--- config.mk ---
export PLATFORM = sky130hd
export DESIGN_NAME = rsc_core
export DESIGN_NICKNAME = d
export VERILOG_FILES = /design/src/pkg/rsc_pkg.sv /design/src/pkg/rsc_thr_if.sv /design/src/core/rsc_sync2.sv /design/src/core/rsc_thresh.sv /design/src/core/rsc_core.sv
export SDC_FILE = /design/constraint.sdc
export NUM_CORES = 1
export LEC_CHECK = 0
export BUFFER_PORTS_ARGS = -buffer_cell sky130_fd_sc_hd__buf_4
export CAP_MARGIN = 20
export CORE_AREA = 2 2 116 140
export DETAILED_ROUTE_END_ITERATION = 10
export DIE_AREA = 0 0 118 142
export PLACE_DENSITY = 0.53
export SETUP_SLACK_MARGIN = 0.05
export SLEW_MARGIN = 40
export SYNTH_ARGS = -nofsm -noshare
export SYNTH_HDL_FRONTEND = slang
export SYNTH_SLANG_ARGS = --single-unit
--- constraint.sdc ---
create_clock -name i_clk_sys -period 3.65 [get_ports i_clk_sys]
set_input_delay 0.365 -clock i_clk_sys [delete_from_list [all_inputs] [get_ports i_clk_sys]]
set_output_delay 0.365 -clock i_clk_sys [all_outputs]
set_load 0.005 [all_outputs]
--- src/pkg/rsc_pkg.sv ---
// constants and helpers for the redundancy standby controller
package rsc_pkg;
    localparam logic [7:0] ROLE_OFFSET = 8'hd0;
    localparam logic [7:0] ROLE_RESET = 8'h00;
    localparam logic [7:0] ROLE_STD = 8'h00;
    localparam logic [7:0] ROLE_ACTIVE = 8'h01;
    localparam logic [7:0] ROLE_SB1 = 8'h02;
    localparam logic [7:0] ROLE_SB2 = 8'h03;
    localparam logic [7:0] ROLE_SB3 = 8'h04;
    localparam logic [7:0] ROLE_ALWAYS = 8'h05;
    // arbitrary neutral bus address
    localparam logic [6:0] SMB_ADDR = 7'h2a;
    localparam int LS_W = 12;
    localparam int LS_FS_MV = 8000;
    localparam int LS_FS_CODE = 4095;
    localparam int EN1_MV = 3200;
    localparam int DIS1_MV = 1440;
    localparam int EN2_MV = 5000;
    localparam int DIS2_MV = 3010;
    localparam int EN3_MV = 6700;
    localparam int DIS3_MV = 4520;
    localparam int CLK_MHZ = 100;
    localparam int WAKE_MAX_US = 100;
    localparam int WAKE_MAX_CYC = WAKE_MAX_US * CLK_MHZ;

    function automatic logic [LS_W-1:0] mv_code(input int mv);
        mv_code = LS_W'(mv * LS_FS_CODE / LS_FS_MV);
    endfunction : mv_code

    function automatic logic is_standby(input logic [7:0] role);
        is_standby = (role >= ROLE_SB1) && (role <= ROLE_ALWAYS);
    endfunction : is_standby

    function automatic logic [7:0] crc8(input logic [7:0] c, input logic [7:0] b);
        logic [7:0] r;
        r = c ^ b;
        for (int i = 0; i < 8; i++) begin
            r = r[7] ? ((r << 1) ^ 8'h07) : (r << 1);
        end
        crc8 = r;
    endfunction : crc8
endpackage : rsc_pkg

--- src/pkg/rsc_thr_if.sv ---
// role and share level to the threshold checker, load flag back
`timescale 1ns/1ns
interface rsc_thr_if;
    logic [7:0] role;
    logic [11:0] level;
    logic load_on;
    modport mgr (output role, output level, input load_on);
    modport thr (input role, input level, output load_on);
endinterface : rsc_thr_if

--- src/core/rsc_sync2.sv ---
// two-stage synchroniser for pin inputs
`timescale 1ns/1ns
module rsc_sync2 #(
    parameter int W = 3
) (
    input wire logic i_clk_sys,
    input wire logic i_rst_n,
    input wire logic [W-1:0] i_async,
    output logic [W-1:0] o_sync
);
    logic [W-1:0] meta_q;

    // reset high: scl and sda rest high once released; the wake bus is also loaded high
    always_ff @(posedge i_clk_sys) begin
        if (!i_rst_n) begin
            meta_q <= '1;
            o_sync <= '1;
        end else begin
            meta_q <= i_async;
            o_sync <= meta_q;
        end
    end
endmodule : rsc_sync2

--- src/core/rsc_thresh.sv ---
// share level hysteresis per standby position
`timescale 1ns/1ns
module rsc_thresh (
    input wire logic i_clk_sys,
    input wire logic i_rst_n,
    rsc_thr_if.thr bus
);
    logic [11:0] en_lvl;
    logic [11:0] dis_lvl;
    logic has_lvl;
    logic load_d;

    assign has_lvl = (bus.role >= rsc_pkg::ROLE_SB1) && (bus.role <= rsc_pkg::ROLE_SB3);
    assign en_lvl = (bus.role == rsc_pkg::ROLE_SB1) ? rsc_pkg::mv_code(rsc_pkg::EN1_MV) :
                    (bus.role == rsc_pkg::ROLE_SB2) ? rsc_pkg::mv_code(rsc_pkg::EN2_MV) :
                    rsc_pkg::mv_code(rsc_pkg::EN3_MV);
    assign dis_lvl = (bus.role == rsc_pkg::ROLE_SB1) ? rsc_pkg::mv_code(rsc_pkg::DIS1_MV) :
                     (bus.role == rsc_pkg::ROLE_SB2) ? rsc_pkg::mv_code(rsc_pkg::DIS2_MV) :
                     rsc_pkg::mv_code(rsc_pkg::DIS3_MV);
    // gap between levels keeps the unit from chattering
    assign load_d = !has_lvl ? 1'b0 :
                    (bus.level > en_lvl) ? 1'b1 :
                    (bus.level < dis_lvl) ? 1'b0 : bus.load_on;

    always_ff @(posedge i_clk_sys) begin
        if (!i_rst_n) begin
            bus.load_on <= 1'b0;
        end else begin
            bus.load_on <= load_d;
        end
    end
endmodule : rsc_thresh

--- src/core/rsc_core.sv ---
// standby control with wake bus and management byte slave
`timescale 1ns/1ns
module rsc_core #(
    parameter int P_WAKE_MAX_CYC = rsc_pkg::WAKE_MAX_CYC
) (
    input wire logic i_clk_sys,
    input wire logic i_rst_n,
    input wire logic i_fault,
    input wire logic i_vout_low,
    input wire logic [11:0] i_load_share,
    input wire logic i_wake_bus,
    output logic o_wake_out,
    output logic o_wake_oe_n,
    output logic o_converter_on_n,
    output logic o_conv_run,
    output logic [7:0] o_role,
    input wire logic i_smb_scl,
    input wire logic i_smb_sda,
    output logic o_smb_sda_out,
    output logic o_smb_sda_oe_n
);
    typedef enum logic [2:0] {S_IDLE, S_RX, S_ACK, S_TX, S_TXACK} rsc_st_e;

    ////////////////////////////////////////////////////////////////////////
    // pins and threshold checker
    logic [2:0] pins;
    logic scl;
    logic sda;
    logic wake_hi;
    logic scl_p_q;
    logic sda_p_q;
    logic wake_p_q;
    rsc_thr_if thr ();

    rsc_sync2 #(.W(3)) u_sync (
        .i_clk_sys(i_clk_sys),
        .i_rst_n(i_rst_n),
        .i_async({i_smb_scl, i_smb_sda, i_wake_bus}),
        .o_sync(pins)
    );

    rsc_thresh u_thr (
        .i_clk_sys(i_clk_sys),
        .i_rst_n(i_rst_n),
        .bus(thr.thr)
    );

    assign scl = pins[2];
    assign sda = pins[1];
    assign wake_hi = pins[0];
    assign thr.role = o_role;
    assign thr.level = i_load_share;

    ////////////////////////////////////////////////////////////////////////
    // converter and wake bus
    logic fault_any;
    logic sb_role;
    logic off_d;
    logic wake_fell;

    assign fault_any = i_fault || i_vout_low;
    assign sb_role = rsc_pkg::is_standby(o_role);
    // bus low or floating low means no active unit holds it high
    assign off_d = sb_role && wake_hi && !thr.load_on;
    assign wake_fell = wake_p_q && !wake_hi;

    always_ff @(posedge i_clk_sys) begin
        if (!i_rst_n) begin
            o_conv_run <= 1'b1;
            o_converter_on_n <= 1'b0;
            o_wake_oe_n <= 1'b1;
            o_wake_out <= 1'b0;
            wake_p_q <= 1'b1;
        end else begin
            o_conv_run <= !off_d;
            o_converter_on_n <= off_d;
            o_wake_oe_n <= !(fault_any || o_role == rsc_pkg::ROLE_ACTIVE);
            o_wake_out <= !fault_any && o_role == rsc_pkg::ROLE_ACTIVE;
            wake_p_q <= wake_hi;
        end
    end

    ////////////////////////////////////////////////////////////////////////
    // management byte slave: write byte + pec, read byte + pec
    rsc_st_e st_q;
    logic [3:0] bit_q;
    logic [7:0] sh_q;
    logic [7:0] tx_q;
    logic [7:0] crc_q;
    logic [7:0] cmd_q;
    logic [7:0] dat_q;
    logic [2:0] nb_q;
    logic rd_q;
    logic is_addr_q;
    logic nack_q;
    logic sda_lo_q;
    logic scl_r;
    logic scl_f;
    logic start_c;
    logic stop_c;
    logic addr_hit;
    logic ack_ok;
    logic [7:0] crc_rx;
    logic wr_ok;
    logic [7:0] next_tx;

    assign scl_r = scl && !scl_p_q;
    assign scl_f = !scl && scl_p_q;
    assign start_c = scl && scl_p_q && sda_p_q && !sda;
    assign stop_c = scl && scl_p_q && !sda_p_q && sda;
    assign addr_hit = sh_q[7:1] == rsc_pkg::SMB_ADDR && (!sh_q[0] || nb_q == 3'h2);
    assign ack_ok = is_addr_q ? addr_hit :
                    (nb_q == 3'h1) ? (sh_q == rsc_pkg::ROLE_OFFSET) : 1'b1;
    assign crc_rx = rsc_pkg::crc8(crc_q, sh_q);
    // pec folded in leaves zero; out-of-range values are dropped
    assign wr_ok = st_q == S_RX && !rd_q && nb_q == 3'h4 && cmd_q == rsc_pkg::ROLE_OFFSET &&
                   crc_q == 8'h00 && dat_q <= rsc_pkg::ROLE_ALWAYS;
    assign next_tx = (st_q == S_ACK) ? o_role : crc_q;

    always_ff @(posedge i_clk_sys) begin
        if (!i_rst_n) begin
            scl_p_q <= 1'b1;
            sda_p_q <= 1'b1;
        end else begin
            scl_p_q <= scl;
            sda_p_q <= sda;
        end
    end

    always_ff @(posedge i_clk_sys) begin
        if (!i_rst_n) begin
            st_q <= S_IDLE;
            bit_q <= 4'h0;
            sh_q <= 8'h00;
            tx_q <= 8'h00;
            crc_q <= 8'h00;
            cmd_q <= 8'h00;
            dat_q <= 8'h00;
            nb_q <= 3'h0;
            rd_q <= 1'b0;
            is_addr_q <= 1'b0;
            nack_q <= 1'b0;
            sda_lo_q <= 1'b0;
        end else if (start_c) begin
            st_q <= S_RX;
            bit_q <= 4'h0;
            is_addr_q <= 1'b1;
            sda_lo_q <= 1'b0;
            if (st_q == S_IDLE) begin
                nb_q <= 3'h0;
                crc_q <= 8'h00;
                rd_q <= 1'b0;
            end
        end else if (stop_c) begin
            st_q <= S_IDLE;
            sda_lo_q <= 1'b0;
        end else begin
            unique case (st_q)
                S_IDLE: begin
                    sda_lo_q <= 1'b0;
                end
                S_RX: begin
                    if (scl_r && bit_q != 4'h8) begin
                        sh_q <= {sh_q[6:0], sda};
                        bit_q <= bit_q + 4'h1;
                    end else if (scl_f && bit_q == 4'h8) begin
                        st_q <= ack_ok ? S_ACK : S_IDLE;
                        sda_lo_q <= ack_ok;
                        crc_q <= crc_rx;
                        nb_q <= nb_q + 3'h1;
                        is_addr_q <= 1'b0;
                        if (is_addr_q) begin
                            rd_q <= sh_q[0];
                        end
                        if (nb_q == 3'h1) begin
                            cmd_q <= sh_q;
                        end
                        if (nb_q == 3'h2) begin
                            dat_q <= sh_q;
                        end
                    end
                end
                S_ACK: begin
                    if (scl_f) begin
                        if (rd_q) begin
                            st_q <= S_TX;
                            tx_q <= next_tx;
                            sda_lo_q <= !next_tx[7];
                            bit_q <= 4'h1;
                        end else begin
                            st_q <= S_RX;
                            sda_lo_q <= 1'b0;
                            bit_q <= 4'h0;
                        end
                    end
                end
                S_TX: begin
                    if (scl_f) begin
                        if (bit_q == 4'h8) begin
                            st_q <= S_TXACK;
                            sda_lo_q <= 1'b0;
                            crc_q <= rsc_pkg::crc8(crc_q, tx_q);
                        end else begin
                            sda_lo_q <= !tx_q[3'(4'h7 - bit_q)];
                            bit_q <= bit_q + 4'h1;
                        end
                    end
                end
                S_TXACK: begin
                    if (scl_r) begin
                        nack_q <= sda;
                    end else if (scl_f) begin
                        st_q <= nack_q ? S_IDLE : S_TX;
                        tx_q <= next_tx;
                        sda_lo_q <= !nack_q && !next_tx[7];
                        bit_q <= 4'h1;
                    end
                end
            endcase
        end
    end

    always_ff @(posedge i_clk_sys) begin
        if (!i_rst_n) begin
            o_smb_sda_out <= 1'b0;
            o_smb_sda_oe_n <= 1'b1;
        end else begin
            o_smb_sda_out <= 1'b0;
            o_smb_sda_oe_n <= !sda_lo_q;
        end
    end

    ////////////////////////////////////////////////////////////////////////
    // role byte; the wake revert wins over a same-cycle write
    always_ff @(posedge i_clk_sys) begin
        if (!i_rst_n) begin
            o_role <= rsc_pkg::ROLE_RESET;
        end else if (wake_fell && sb_role) begin
            o_role <= rsc_pkg::ROLE_STD;
        end else if (stop_c && wr_ok) begin
            o_role <= dat_q;
        end
    end

    ////////////////////////////////////////////////////////////////////////
    // checks
    logic [15:0] wait_q;

    always_ff @(posedge i_clk_sys) begin
        if (!i_rst_n || wake_hi || o_conv_run) begin
            wait_q <= 16'h0000;
        end else begin
            wait_q <= wait_q + 16'h0001;
        end
    end
endmodule : rsc_core

==> impl_metrics.yaml <==
drt:
  wl_per_cell_um: 14.78
  first_pass_iters: 4
  antenna_left: 0
  num_vias: 3650
  drt_iter0_markers: 167
  drt_wl_total_mm: 10.92
  drc: 0
  vias_per_cell: 4.939
synth:
  synth_ff_type: "dfxtp_1"
  synth_edf_count: 0
  synth_fp_nets: 555
  ys_ff_latch: 77
  ys_seq_area_share_pct: 33.95
  syn-cell-area_sq_mm: 0.004541
  syn_area_per_cell_sq_um: 8.886
  ys_warn_count: 0
  ys_async_sr_fraction_pct: 0
  netlist_instances: 511
  ys_types: 66
worst_setup_path:
  critPathMaxFanout: 6
  start_kind: "register"
  rrSetupSlack_ns: 0.85
  arrival_ns: 3.01
  cp-end-kind: "register"
  crit_type: "register to register"
  cp_data_required_time_ns: 3.87
timing:
  max_freq_ghz: 0.3575
  maxSlewHeadroom_pct: 52.52
  grt_setup_unrepaired: "false"
  fin_skew_ns: 0.006760
  fin_setup_tns_ns: 0
  hold_viol_final: 0
  worst_pin_slew_ns: 0.7108
  fin_crit_ns: 2.797
  final.period_utilization_pct: 76.64
  setup_violations: 0
  slew_violations: 0
global_route:
  grt_max_degree: 60
  grt_pass1_wl_mm: 18.35
  overflow: 0
  grt_usage_pct: 13.69
  grt_pass1_vias: 3651
  antenna_found_initial: 0
clocking:
  cts-root-buf: "clkbuf_16"
  cts_tree: "done"
  cts_sinks: 77
  ctsResizeCount: 0
  htree_num_levels: 3
  cts_made_buffers: 9
  clk_pin_slew_ns: 0.06
  clock_latency_ns: 0.34
  cts_setup_buffers: 0
  clockBufferDepth: 2
  cts_hold_buf: 0
cells_and_area:
  drive_gt1_share_pct: 12.24
  fin_nets: 570
  layout_commonest_cell: "dfxtp_1"
  mostFrequentLayoutCells: "dfxtp_1, nand2_1, xnor2_1"
  diodes: 0
  syn2layout_area_growth_pct: 15.51
  finalNonFillerCells: 739
die:
  start_util_pct: 29.38
  die_h_um: 142
  core_sq_mm: 0.01545
  pin_count: 33
  die_w_um: 118
  die_area_sq_mm: 0.01676
  rows: 50
power:
  seq_power_share_pct: 45.4
  p_total_uw: 1884
  power_density_mw_per_mm2: 359.1
  p_comb_share_pct: 4.6
  clockPowerShare_pct: 50.1
  swShare_pct: 21.71
  p_sw_uw: 409.0
  irDropWorstVdd_mv: 0.1753
  internal_power_uw: 1475
  p_leak_uw: 0.002173
flow_run:
  cap_viol_max_count: 0
placed_design:
  hpwl_mm: 8.108
  portBuffers: 31
  placed_cells_incl_taps: 723
  gp_congestion: 0.8468
outcome:
  status: "finished, final reports clean"
hold_path:
  min_path_type: "input port to register"
-- cell families after synthesis --
group | Yosys count | share of synthesized area [%]
buffers and inverters | 45 | 4.243
and+or+nand+nor | 185 | 22.95
muxes | 28 | 6.724
other | 1 | 0.08259
adders and majority gates | 25 | 6.889
DFF | 77 | 33.95
AOI/OAI and AO/OA | 102 | 15.43
xor gates and xnor gates | 48 | 9.727
-- synthesized netlist by cell type (4+ instances only) --
cell | count | area (sq um)
dfxtp_1 | 77 | 1541
nand2_1 | 42 | 157.7
xnor2_1 | 40 | 350.3
nor2b_1 | 28 | 175.2
o21ai_0 | 28 | 140.1
mux2i_1 | 26 | 260.3
nand3_1 | 26 | 130.1
ha_1 | 25 | 312.8
a21oi_1 | 22 | 110.1
clkbuf_1 | 19 | 71.32
nor2_1 | 19 | 71.32
nand2b_1 | 16 | 100.1
inv_1 | 13 | 48.80
a21boi_0 | 9 | 67.56
buf_2 | 9 | 45.04
o211a_1 | 8 | 80.08
nor3_1 | 7 | 35.03
a21o_1 | 6 | 45.04
and2_1 | 6 | 37.54
nor3b_1 | 6 | 45.04
xor2_1 | 6 | 52.55
nand3b_1 | 4 | 30.03
nor4_1 | 4 | 25.02
nor4b_1 | 4 | 35.03
-- path summary, 6_finish.rpt --
| kind | startpoint | endpoint | depth (start not counted) |
|---|---|---|---|
| min | i_vout_low | o_wake_out$_SDFF_PN0_ | 2 |
| max reg2reg | o_role[4]$_SDFFE_PP0P_ | u_thr.bus.load_on$_SDFFE_PN0P_ | 11 |
| max | o_role[4]$_SDFFE_PP0P_ | u_thr.bus.load_on$_SDFFE_PN0P_ | 11 |
| min reg2reg | u_sync.meta_q[1]$_SDFF_PN1_ | u_sync.o_sync[1]$_SDFF_PN1_ | 1 |
-- sequential cells by signal (all words and copies together) (netlist names), 3 cells and up --
name	flops
st_q	3
u_sync.o_sync	3
cmd_q	8
crc_q	8
tx_q	8
nb_q	3
sh_q	8
o_role	8
u_sync.meta_q	3
dat_q	8
bit_q	4
-- routing by layer --
metal	wire [um]	up-vias	share of wire, %	GRT usage, %
li1	-	1823	-	-
met1	5029	1736	46	16.68
met2	5268	73	48	23.62
met3	388	18	3.6	2.684
met4	235	0	2.2	5.770
met5	0	-	0	0
-- worst max-delay path, stage by stage (launching register included) --
cell and delay (ns):
dfxtp_1 0.33, or4_1 0.56, nor2_2 0.12, and2_4 0.20
nand2b_1 0.20, ha_1 0.35, a21o_1 0.16, a21o_1 0.17
a21oi_1 0.17, a21oi_2 0.08, o31ai_1 0.24, a211oi_2 0.10
-- power by group through the flow --
| stage | combinational [uW] | sequential, uW | clock [uW] |
|---|---|---|---|
| 2_1_floorplan | 56.7 | 868 | 0 |
| 6_report | 86.3 | 855 | 943 |
| 4_1_cts | 86.9 | 854 | 960 |
| 3_3_place_gp | 84.1 | 873 | 0 |
| 5_1_grt | 96.5 | 855 | 992 |
| 3_5_place_dp | 86.4 | 873 | 0 |
-- metrics by stage --
stage	util, %	worst slack (ns)	hold slack (ns)	instance area (sq um)
finish	33.94	0.8528	0.1941	5245
global route	33.94	0.6192	0.1873	5245
CTS	33.94	0.8383	0.1846	5245
detailed placement	31.87	0.8435	0.3969	4925
global placement	31.87	0.9295	0.3964	4925
floorplan	-	1.066	0.3812	4541
-- layout make-up --
cell class | count | area [sq um]
Clock inverter | 4 | 53.80
Sequential cell | 77 | 1541
Multi-Input combinational cell | 389 | 2806
Inverter | 14 | 53.80
Timing Repair Buffer | 35 | 262.8
Tap cell | 208 | 260.3
Clock buffer | 12 | 266.5
Fill cell | 1595 | 10210
Note: power is estimated with default switching activity, not from simulation.
